--- src/pkg/tps_consts.svh ---
// timing and register map constants of the thermal protection supervisor
`ifndef TPS_CONSTS_SVH
`define TPS_CONSTS_SVH

`define TPS_CLK_HZ 50000000
// hold time after core thermal shutdown, in ms (nominal 1 s, 0.8..1.2 s)
`define TPS_HOLD_MS 1000
// minimum fail-safe wait for other causes, in ms (nominal 100, 80..120)
`define TPS_MINWAIT_MS 100
`define TPS_HOLD_CYC ((`TPS_CLK_HZ / 1000) * `TPS_HOLD_MS)
`define TPS_MINWAIT_CYC ((`TPS_CLK_HZ / 1000) * `TPS_MINWAIT_MS)

// register offsets, as wide as the index field of the command address
`define TPS_A_STAT 7'h00
`define TPS_A_BUS 7'h01
`define TPS_A_CTRL 7'h02
`define TPS_A_MASK 7'h03
`define TPS_A_LIVE 7'h04
// write-and-clear access bit of the command address; reads ignore it
`define TPS_RC_BIT 7

// status bit positions
`define TPS_S_PERIPH 0
`define TPS_S_CORE 1
`define TPS_S_AUX 2
`define TPS_S_MAIN 3
`define TPS_S_BOOST 4
`define TPS_S_PREWARN 5
// control bit positions
`define TPS_C_AUX_ON 0
`define TPS_C_BOOST_EN 1

`endif

--- src/pkg/tps_pkg.sv ---
// types of the thermal protection supervisor
`default_nettype none
package tps_pkg;
    typedef enum logic [1:0] {
        TPS_RUN = 2'b00,
        TPS_FS_HOT = 2'b01,
        TPS_FS_HOLD = 2'b11,
        TPS_FS_WAIT = 2'b10
    } tps_fs_e;

    // synchronised comparator bundle
    typedef struct packed {
        logic [3:0] xcvr_ot;
        logic boost_overtemp_flag;
        logic aux_ot;
        logic main_ot;
        logic main_pw;
    } tps_temp_s;
endpackage : tps_pkg
`default_nettype wire

--- src/verilog/tps_supervisor.sv ---
// thermal protection supervisor: shutdown, flags, fail-safe hold, registers
//
// Contract
// - peripheral shutdown flag is OR of transceiver, boost and aux supply events.
// - core thermal flag set only by main regulator second-level detection.
// - aux supply overtemp turns output off, clears on bit, sets two flags.
// - one stage shutting down leaves other stages running.
// - transceiver overtemp disables that transmitter only, sets periph and channel fail.
// - transceiver driver re-enabled automatically once overtemp goes away.
// - main regulator overtemp enters fail-safe and sets main overtemp flag.
// - fail-safe held for about one second after main overtemp is gone.
// - thermal fail-safe enables bus and wake input wake sources, fail output.
// - boost overtemp turns boost off until software sets boost enable again.
// - thermal shutdown flags stay set; clear only works once condition is gone.
// - prewarning flag set when main regulator reaches prewarn threshold.
// - prewarning clear succeeds only after the condition has gone.
// - prewarning evaluated only in pulse-width-modulated regulator mode.
// - other fail-safe causes hold fail-safe at least about 100 ms.
`default_nettype none
`include "tps_consts.svh"

module tps_supervisor
    import tps_pkg::*;
#(
    parameter int NXCVR = 4,
    parameter int HOLD_CYC = `TPS_HOLD_CYC,
    parameter int MINWAIT_CYC = `TPS_MINWAIT_CYC
) (
    input wire logic core_clk,
    input wire logic rst,
    input wire logic [7:0] reg_addr,
    input wire logic [7:0] reg_wdata,
    input wire logic reg_wr,
    input wire logic reg_rd,
    output logic [7:0] reg_rdata,
    input wire logic [NXCVR-1:0] xcvr_ot_in,
    input wire logic boost_overtemp_flag_in,
    input wire logic aux_ot_in,
    input wire logic main_ot_in,
    input wire logic main_pw_in,
    input wire logic main_pwm_mode,
    input wire logic other_fs_req,
    output logic [NXCVR-1:0] xcvr_tx_en,
    output logic aux_supply_output,
    output logic boost_on,
    output logic failsafe,
    output logic fail_output,
    output logic [NXCVR-1:0] xcvr_wake_en,
    output logic wake_input_en,
    output logic irq
);
    localparam int NT = NXCVR + 4;

    // ***************************************************************
    // input synchronisers
    // ***************************************************************
    // three stages; a change counts once stage two and three agree
    logic [NT-1:0] raw;
    logic [NT-1:0] s1_r;
    logic [NT-1:0] s2_r;
    logic [NT-1:0] s3_r;
    logic [NT-1:0] clean_r;
    assign raw = {xcvr_ot_in, boost_overtemp_flag_in, aux_ot_in, main_ot_in, main_pw_in};

    always_ff @(posedge core_clk or posedge rst) begin
        if (rst) begin
            s1_r <= '0;
            s2_r <= '0;
            s3_r <= '0;
        end else begin
            s1_r <= raw;
            s2_r <= s1_r;
            s3_r <= s2_r;
        end
    end

    // per-bit agreement filter, repeated for every comparator
    genvar gi;
    generate
        for (gi = 0; gi < NT; gi++) begin : g_flt
            always_ff @(posedge core_clk or posedge rst) begin
                if (rst) begin
                    clean_r[gi] <= 1'b0;
                end else if (s2_r[gi] == s3_r[gi]) begin
                    clean_r[gi] <= s3_r[gi];
                end
            end
        end
    endgenerate

    tps_temp_s t;
    assign t = clean_r;

    // ***************************************************************
    // register decode
    // ***************************************************************
    logic [6:0] addr_idx;
    logic rc_cmd;
    logic wr_stat;
    logic wr_bus;
    logic wr_ctrl;
    logic wr_mask;
    assign addr_idx = reg_addr[6:0];
    assign rc_cmd = reg_addr[`TPS_RC_BIT];
    assign wr_stat = reg_wr && rc_cmd && addr_idx == `TPS_A_STAT;
    assign wr_bus = reg_wr && rc_cmd && addr_idx == `TPS_A_BUS;
    assign wr_ctrl = reg_wr && rc_cmd && addr_idx == `TPS_A_CTRL;
    assign wr_mask = reg_wr && rc_cmd && addr_idx == `TPS_A_MASK;

    // ***************************************************************
    // control register and shutdown paths
    // ***************************************************************
    logic [7:0] ctrl_r;
    logic [7:0] ctrl_nxt;
    logic aux_on_ctrl;
    logic boost_en_ctrl;
    assign aux_on_ctrl = ctrl_r[`TPS_C_AUX_ON];
    assign boost_en_ctrl = ctrl_r[`TPS_C_BOOST_EN];

    // hardware clear of the on bits beats a software write in the same cycle
    always_comb begin
        ctrl_nxt = wr_ctrl ? reg_wdata : ctrl_r;
        if (t.aux_ot) begin
            ctrl_nxt[`TPS_C_AUX_ON] = 1'b0;
        end
        if (t.boost_overtemp_flag) begin
            ctrl_nxt[`TPS_C_BOOST_EN] = 1'b0;
        end
    end

    always_ff @(posedge core_clk or posedge rst) begin
        if (rst) begin
            ctrl_r <= 8'h00;
        end else begin
            ctrl_r <= ctrl_nxt;
        end
    end

    // each stage judged only by its own comparator
    always_ff @(posedge core_clk or posedge rst) begin
        if (rst) begin
            aux_supply_output <= 1'b0;
            boost_on <= 1'b0;
            xcvr_tx_en <= '0;
        end else begin
            aux_supply_output <= ctrl_nxt[`TPS_C_AUX_ON];
            boost_on <= ctrl_nxt[`TPS_C_BOOST_EN];
            xcvr_tx_en <= ~t.xcvr_ot;
        end
    end

    // ***************************************************************
    // sticky status flags
    // ***************************************************************
    logic [7:0] stat_r;
    logic [7:0] stat_set;
    logic [7:0] stat_hold;
    logic [7:0] stat_clr;
    logic [7:0] bus_r;
    logic [7:0] mask_r;
    logic periph_hot;
    assign periph_hot = |t.xcvr_ot | t.boost_overtemp_flag | t.aux_ot;

    always_comb begin
        stat_set = 8'h00;
        stat_set[`TPS_S_PERIPH] = periph_hot;
        stat_set[`TPS_S_CORE] = t.main_ot;
        stat_set[`TPS_S_AUX] = t.aux_ot;
        stat_set[`TPS_S_MAIN] = t.main_ot;
        stat_set[`TPS_S_BOOST] = t.boost_overtemp_flag;
        stat_set[`TPS_S_PREWARN] = t.main_pw && main_pwm_mode;
        // conditions still present block a clear
        stat_hold = 8'h00;
        stat_hold[`TPS_S_PERIPH] = periph_hot;
        stat_hold[`TPS_S_CORE] = t.main_ot;
        stat_hold[`TPS_S_PREWARN] = t.main_pw;
    end
    assign stat_clr = wr_stat ? (reg_wdata & ~stat_hold) : 8'h00;

    // set wins over clear
    always_ff @(posedge core_clk or posedge rst) begin
        if (rst) begin
            stat_r <= 8'h00;
            bus_r <= 8'h00;
            mask_r <= 8'h00;
        end else begin
            stat_r <= (stat_r & ~stat_clr) | stat_set;
            bus_r <= (bus_r & ~(wr_bus ? reg_wdata : 8'h00))
                | {{(8-NXCVR){1'b0}}, t.xcvr_ot};
            if (wr_mask) begin
                mask_r <= reg_wdata;
            end
        end
    end

    // ***************************************************************
    // fail-safe sequencer
    // ***************************************************************
    tps_fs_e fs_r;
    tps_fs_e fs_nxt;
    logic [31:0] cnt_r;
    logic [31:0] cnt_nxt;

    always_comb begin
        fs_nxt = fs_r;
        cnt_nxt = cnt_r;
        case (fs_r)
            TPS_RUN: begin
                if (t.main_ot) begin
                    fs_nxt = TPS_FS_HOT;
                end else if (other_fs_req) begin
                    fs_nxt = TPS_FS_WAIT;
                    cnt_nxt = 32'(MINWAIT_CYC - 1);
                end
            end
            TPS_FS_HOT: begin
                if (!t.main_ot) begin
                    fs_nxt = TPS_FS_HOLD;
                    cnt_nxt = 32'(HOLD_CYC - 1);
                end
            end
            TPS_FS_HOLD: begin
                if (t.main_ot) begin
                    fs_nxt = TPS_FS_HOT;
                end else if (cnt_r == 32'h0) begin
                    fs_nxt = TPS_RUN;
                end else begin
                    cnt_nxt = cnt_r - 32'h1;
                end
            end
            TPS_FS_WAIT: begin
                // a thermal event upgrades the wait to the long hold
                if (t.main_ot) begin
                    fs_nxt = TPS_FS_HOT;
                end else if (cnt_r == 32'h0) begin
                    fs_nxt = other_fs_req ? TPS_FS_WAIT : TPS_RUN;
                end else begin
                    cnt_nxt = cnt_r - 32'h1;
                end
            end
            default: begin
                fs_nxt = TPS_RUN;
            end
        endcase
    end

    logic fs_any;
    assign fs_any = fs_nxt != TPS_RUN;

    always_ff @(posedge core_clk or posedge rst) begin
        if (rst) begin
            fs_r <= TPS_RUN;
            cnt_r <= 32'h0;
            failsafe <= 1'b0;
            fail_output <= 1'b0;
            xcvr_wake_en <= '0;
            wake_input_en <= 1'b0;
        end else begin
            fs_r <= fs_nxt;
            cnt_r <= cnt_nxt;
            failsafe <= fs_any;
            fail_output <= fs_any;
            xcvr_wake_en <= {NXCVR{fs_any}};
            wake_input_en <= fs_any;
        end
    end

    // ***************************************************************
    // read port and interrupt
    // ***************************************************************
    logic [7:0] rd_mux;
    assign rd_mux = (addr_idx == `TPS_A_STAT) ? stat_r :
                    (addr_idx == `TPS_A_BUS) ? bus_r :
                    (addr_idx == `TPS_A_CTRL) ? ctrl_r :
                    (addr_idx == `TPS_A_MASK) ? mask_r :
                    (addr_idx == `TPS_A_LIVE) ? 8'(clean_r) : 8'h00;

    // read data only in the cycle after the strobe
    always_ff @(posedge core_clk or posedge rst) begin
        if (rst) begin
            reg_rdata <= 8'h00;
            irq <= 1'b0;
        end else begin
            reg_rdata <= reg_rd ? rd_mux : 8'h00;
            irq <= |(((stat_r & ~stat_clr) | stat_set) & mask_r);
        end
    end

    // ***************************************************************
    // assertions
    // ***************************************************************
    a_aux_off: assert property (@(posedge core_clk) disable iff (rst)
        t.aux_ot |=> !aux_supply_output && stat_r[`TPS_S_AUX])
        else $error("aux output not off on overtemp");
    a_periph_or: assert property (@(posedge core_clk) disable iff (rst)
        periph_hot |=> stat_r[`TPS_S_PERIPH])
        else $error("periph flag not set");
    a_core_src: assert property (@(posedge core_clk) disable iff (rst)
        $rose(stat_r[`TPS_S_CORE]) |-> $past(t.main_ot))
        else $error("core flag set without main overtemp");
    a_tx_auto: assert property (@(posedge core_clk) disable iff (rst)
        !$past(rst) |-> xcvr_tx_en == ~$past(t.xcvr_ot))
        else $error("transmitter enable wrong");
    a_boost_stay: assert property (@(posedge core_clk) disable iff (rst)
        !boost_en_ctrl && !wr_ctrl |=> !boost_on)
        else $error("boost came back without enable");
    a_flag_hold: assert property (@(posedge core_clk) disable iff (rst)
        t.main_ot && stat_r[`TPS_S_CORE] |=> stat_r[`TPS_S_CORE])
        else $error("core flag cleared while hot");
    a_pw_mode: assert property (@(posedge core_clk) disable iff (rst)
        $rose(stat_r[`TPS_S_PREWARN]) |-> $past(main_pwm_mode))
        else $error("prewarn set outside pwm mode");
    a_fs_entry: assert property (@(posedge core_clk) disable iff (rst)
        t.main_ot |=> failsafe && fail_output && wake_input_en)
        else $error("fail-safe not entered");

    // some of these hold by construction today; they guard later edits of the logic
    a_bus_fail: assert property (@(posedge core_clk) disable iff (rst)
        (t.xcvr_ot != '0) |=> ($past(t.xcvr_ot) & ~bus_r[NXCVR-1:0]) == '0)
        else $error("channel fail flag not set");
    a_ctrl_kept: assert property (@(posedge core_clk) disable iff (rst)
        !wr_ctrl && !t.aux_ot && !t.boost_overtemp_flag |=> $stable(ctrl_r))
        else $error("control bits changed without cause");
    a_aux_kept: assert property (@(posedge core_clk) disable iff (rst)
        aux_on_ctrl && !t.aux_ot && !wr_ctrl |=> aux_supply_output)
        else $error("aux output dropped by another stage");
    a_boost_off: assert property (@(posedge core_clk) disable iff (rst)
        t.boost_overtemp_flag |=> !boost_on && stat_r[`TPS_S_BOOST])
        else $error("boost not off on overtemp");
    a_pw_set: assert property (@(posedge core_clk) disable iff (rst)
        t.main_pw && main_pwm_mode |=> stat_r[`TPS_S_PREWARN])
        else $error("prewarn flag not set");
    a_pw_hold: assert property (@(posedge core_clk) disable iff (rst)
        t.main_pw && stat_r[`TPS_S_PREWARN] |=> stat_r[`TPS_S_PREWARN])
        else $error("prewarn flag cleared while hot");
    a_hold_time: assert property (@(posedge core_clk) disable iff (rst)
        fs_r == TPS_FS_HOLD && cnt_r != 32'h0 |=> failsafe)
        else $error("thermal hold ended early");
    a_min_wait: assert property (@(posedge core_clk) disable iff (rst)
        fs_r == TPS_FS_WAIT && cnt_r != 32'h0 |=> failsafe)
        else $error("minimum wait ended early");
    a_wake_src: assert property (@(posedge core_clk) disable iff (rst)
        failsafe |-> fail_output && wake_input_en && (&xcvr_wake_en))
        else $error("wake sources not enabled in fail-safe");
endmodule : tps_supervisor
`default_nettype wire

--- config.mk ---
export PLATFORM = sky130hd
export DESIGN_NAME = tps_supervisor
export DESIGN_NICKNAME = d
export VERILOG_FILES = /design/src/pkg/tps_pkg.sv /design/src/verilog/tps_supervisor.sv
export VERILOG_INCLUDE_DIRS = /design/src /design/src/pkg
export SDC_FILE = /design/constraint.sdc
export NUM_CORES = 1
export LEC_CHECK = 0
export ABC_AREA = 1
export BUFFER_PORTS_ARGS = -buffer_cell sky130_fd_sc_hd__buf_2
export CAP_MARGIN = 5
export CORE_MARGIN = 3
export CORE_UTILIZATION = 64
export CTS_CLUSTER_DIAMETER = 60
export DETAILED_ROUTE_END_ITERATION = 8
export PLACE_DENSITY_LB_ADDON = 0.3
export SYNTH_ARGS = -nofsm -noshare
export SYNTH_HDL_FRONTEND = slang
export SYNTH_SLANG_ARGS = --single-unit
--- constraint.sdc ---
create_clock -name core_clk -period 5.8 [get_ports core_clk]
set_clock_uncertainty 0.15 [all_clocks]
set_input_delay 0.29 -clock core_clk [delete_from_list [all_inputs] [get_ports core_clk]]
set_output_delay 0.29 -clock core_clk [all_outputs]
set_load 0.1 [all_outputs]
Word level (Yosys, flattened, before mapping)
Cells that the tools add are included.
- add/sub/neg operators: 1
- eq/ne operators: 20
- muxes and demuxes: 26
- bitwise logic cells: 12
- reductions and logical operators: 14
- operators with widths (cell ; number):
    two-way mux 32 bit ; 5
    one-hot mux 32 bit (3 select lines) ; 1
    two-way mux 8 bit ; 8
    AND 8 bit ; 4
    zero test 32 bit ; 1
    subtractor 32 x 1 -> 32 bit (second input constant) ; 1
    two-way mux 2 bit ; 9
    inverter 8 bit ; 2
    equality test 7 x 2 -> 1 bit (second input constant) ; 2
    inequality test 2 bit (second input constant) ; 5
    equality test 1 bit ; 8
    inverter 6 -> 8 bit ; 1
    OR 8 x 4 -> 8 bit ; 1
    OR 8 x 6 -> 8 bit ; 1
    one-hot mux 2 bit (4 select lines) ; 1
    OR reduction 8 bit ; 1
    equality test 7 x 1 -> 1 bit (second input constant) ; 1
    equality test 7 x 3 -> 1 bit (second input constant) ; 1
    zero test 7 bit ; 1
    logical AND 1 bit ; 6
    AND reduction 5 bit ; 1
    equality test 2 bit (second input constant) ; 2
    inverter 4 bit ; 1
    OR reduction 4 bit ; 1
    other kinds (6) ; 8
- register bits after elaboration: 115
- input port bits: 30
- output and inout bits: 22
- word-level logic and storage cells: 98

Depth between registers and ports, before layout
- depth in word-level cells: 11
- gate-level depth with buffers: 13

Worst setup path before layout
No wires, ideal clock.
- kind: flip-flop to output port
- start: reg, netlist name wake_input_en
- end: out failsafe
- data arrival time: 1.407 ns
- data required time: 5.360 ns
- setup slack: 3.953 ns
- stages on the path, launching flop included: 2
- cells stage by stage: dfrtp_1 -> buf_4
- RTL lines (what ; RTL line ; RTL):
    to (decl) ; tps_supervisor.sv:46 ; output logic failsafe,

Worst setup path after layout
- start: reg fs_r[1]
- end: reg cnt_r[14]
- word-level cells in the longest chain between the ends: 4
- elaborated cells on any way between the ends: 12
- those cells by class: eq/ne (8); mux (1); reduce/logical (3)
- RTL lines (what ; RTL line ; RTL):
    from (decl) ; tps_supervisor.sv:199 ; tps_fs_e fs_r;
    from (signal assigned) ; tps_supervisor.sv:259 ; fs_r <= fs_nxt;
    equality test 2 bit ; tps_supervisor.sv:207 ; case (fs_r)
    OR reduction 2 bit (no line) ; n/a ;
    inequality test 2 bit (no line) ; n/a ;
    AND reduction 5 bit (no line) ; n/a ;
    to (signal assigned) ; tps_supervisor.sv:260 ; cnt_r <= cnt_nxt;
    to (decl) ; tps_supervisor.sv:201 ; logic [31:0] cnt_r;
Several ways; a longest one is shown, not always the timed one.
A chain may end at the register's enable or synchronous reset.

==> impl_metrics.json <==
{
  "total_leakage_power_nw": 2.95,
  "timing.final.crit_period_ns": 2.90,
  "p_clk_frac": 0.300,
  "routedWlPerCell_um": 16.4,
  "cp-end-kind": "register",
  "rsz0062_at_grt": "no",
  "drc": 0,
  "synth_warnings": 0,
  "path_class": "reg -> reg",
  "sequentialPowerShare": 0.544,
  "yosys.area_share.adder": 0.0190,
  "wl_mm": 13.9,
  "ir_drop_uv": 205,
  "syn_avg_cell_area_um2": 8.10,
  "synthDistinctLibCells": 35,
  "setup_viol": 0,
  "hold_viol_final": 0,
  "r2r_cells": 7,
  "hold_depth": 4,
  "synth_compound_area_frac": 0.102,
  "htree_levels": 3,
  "post_cts_buffers": 0,
  "area_growth_pct": 10.1,
  "netlist_top_cells_area": "dfrtp_1 51%, nand2_1 11%, nand3_1 6.1%",
  "num_rows": 33,
  "p_per_area_mw_per_mm2": 265,
  "required_ns": 5.96,
  "muxShareOfSynthArea": 0,
  "p_int_w": 0.00108,
  "synth_top_area_share": 0.508,
  "final_max_slew_viol_count": 0,
  "critPathMaxStageDelay_ns": 0.92,
  "ys_ff_latch": 112,
  "drive_gt1_frac": 0.152,
  "cts.sinks": 112,
  "antenna_cells": 0,
  "combPwrFrac": 0.155,
  "synthSimpleGateAreaFrac": 0.284,
  "io_buffers": 51,
  "grt_usage": 0.299,
  "nNetsFinal": 768,
  "clk_latency_ns": 0.39,
  "worstPathMaxFanout": 21,
  "core-area_mm2": 0.00830,
  "tritoncts": "built",
  "cts_made_buffers": 9,
  "max_cap_viol_count": 0,
  "die_h_um": 98.9,
  "grt_pass1_vias": 4627,
  "synth_top_cell_by_area": "dfrtp_1",
  "ioPinCount": 52,
  "die_x_um": 98.9,
  "crit_chain": "nor2_1 -> inv_1 -> o21ai_1 -> nor2_2 -> buf_4 -> nand2_1 -> nand3_1",
  "syn-instance-count": 682,
  "switching_share": 0.333,
  "p_switching_w": 0.000537,
  "status": "complete, no violations",
  "cp.arrival_ns": 3.06,
  "drtPass1Iterations": 5,
  "syn_area_mm2": 0.00552,
  "antenna_found_initial": 0,
  "start_util": 0.665,
  "synth_top_family_by_area": "simple AND/OR/NAND/NOR gates",
  "num_vias": 4851,
  "finalCritPeriodShare": 0.499,
  "tightest_slew_ns": 0.857,
  "finalSetupTns_ns": 0,
  "synth_seq_area_share": 0.508,
  "die-area_mm2": 0.00978,
  "grt_pass1_wl_mm": 22.9,
  "worstSetupStartpointType": "register",
  "min_path_type": "in -> reg",
  "routabilityCongestion": 1.00,
  "hpwl_mm": 9.93,
  "grt_start_max_net_pins": 61,
  "overflow": 0,
  "clockRootBuffer": "clkbuf_8",
  "syn_nets": 714,
  "drtIter0Drc": 371,
  "post-route-util": 0.732,
  "relSlewSlack": 0.429,
  "fmax_mhz": 345,
  "ant_nets": 0,
  "synth-xor-area-share": 0,
  "path_clk_slew_ns": 0.13,
  "via_per_inst": 5.73,
  "crit_slowest_cell": "dfrtp_1",
  "cts_buffer_depth": 2
}
==> cell type report <==
class                      count  area [µm²]
sequential                   112        2800
multi-input combinational    463        2240
fill                         646        2220
timing repair buffer          62         360
inverter                      88         333
tap                          105         131
clock buffer                   9         124
clock inverter                 7        91.3
==> cells in the mapped netlist (all sizes together) <==
| cell | instances |
|---|---|
| nor2 | 96 |
| nor3 | 4 |
| a21boi | 1 |
| and2 | 2 |
| o21bai | 2 |
| o31ai | 2 |
| maj3 | 8 |
| ha | 2 |
| nand4 | 13 |
| nand3 | 67 |
| buf | 18 |
| dfrtp | 112 |
| nor4 | 3 |
| clkbuf | 1 |
| o21ai | 71 |
| clkinv | 1 |
| nand2 | 165 |
| a21o | 1 |
| inv | 87 |
| a21oi | 25 |
| a22oi | 1 |
==> kinds of logic (layout without fill, tap and decap cells) <==
group	after synthesis	after routing
compound gates	103	103
fa+ha+maj	10	10
buf+inv	107	166
flops	112	112
simple gates	350	350
==> repair_timing <==
item                      in CTS  in global routing
hold buffers                   9                  0
gates resized for setup        0                  0
hold endpoints to repair      60                  0
==> final timing paths <==
path,startpoint,endpoint,slack (ns)
max in group asynchronous,rst,ctrl_r[1],3.91
hold / removal,reg_wdata[2],stat_r[2],0.06
setup / recovery,fs_r[1],cnt_r[14],2.90
setup reg to reg,fs_r[1],cnt_r[14],2.90
min in group asynchronous,rst,s3_r[6],0.40
hold reg to reg,s1_r[1],s2_r[1],0.21
==> power by group through the flow <==
stage	sequential, W	combinational (W)	clock (W)
global route	0.000886	0.000281	0.000518
floorplan	0.000911	0.000155	0
detailed placement	0.000893	0.000243	0
CTS	0.000877	0.000249	0.000490
global placement	0.000889	0.000235	0
finish	0.000878	0.000250	0.000485
==> layer usage <==
metal | track usage | share of wire
met4 | 0.0830 | 0.016
met3 | 0.0517 | 0.10
met5 | 0 | 0
met1 | 0.443 | 0.43
met2 | 0.459 | 0.45
==> placed cells by master (no fill, tap or decap) <==
cell type      netlist  final
and2_1               2      2
nand2_1            155    155
buf_4                9      2
clkbuf_8             0      9
nand4_1             12     12
inv_4                0      1
clkinv_8             0      3
o21ai_1             29     29
a21oi_1             25     25
inv_8                0      3
nand3_1             67     67
nor3_1               2      2
o21ai_0             34     34
nor4_1               1      1
a21o_1               1      1
nand4_2              1      1
nor2_2               9      9
nand2_4              1      1
buf_2                2     51
inv_2                9      9
nor3_2               1      1
clkinv_4             0      1
a21boi_0             1      1
nand2_2              9      9
nor2_1              85     85
dfrtp_1            112    112
a22oi_1              1      1
nor3_4               1      1
clkinv_1             1      1
o21bai_1             2      2
nor4_4               2      2
o31ai_1              2      2
maj3_1               8      8
dlygate4sd3_1        0      9
o21ai_2              8      8
inv_1               78     77
nor2_4               2      2
ha_1                 2      2
==> state kept, by name, summed over array words and instances (netlist names) <==
name           flops
stat_r             8
reg_rdata          8
xcvr_tx_en         4
ctrl_r             8
wake_input_en      1
irq                1
clean_r            8
bus_r              8
s3_r               8
cnt_r             32
s1_r               8
fs_r               2
mask_r             8
s2_r               8
==> worst max-delay path: cells and delay by family (launching register included) <==
| kind | cells | cell delay [ns] |
|---|---|---|
| AOI/OAI and AO/OA | 1 | 0.10 |
| DFF | 1 | 0.92 |
| buffers and inverters | 2 | 0.51 |
| and+or+nand+nor | 4 | 1.14 |
==> stage by stage <==
step | total power (W) | cells | setup slack [ns] | hold WS [ns] | instance area, µm²
final | 0.00161 | 846 | 2.90 | 0.0558 | 6080
after global routing | 0.00169 | 846 | 2.73 | 0.0554 | 6080
after global placement | 0.00112 | 821 | 3.18 | 0.184 | 5770
after floorplan | 0.00107 | 682 | 2.40 | 0.171 | 5520
after detailed placement | 0.00114 | 821 | 2.99 | 0.186 | 5770
after CTS | 0.00162 | 846 | 2.96 | 0.0426 | 6080
Note: power is estimated with default switching activity, not from simulation.
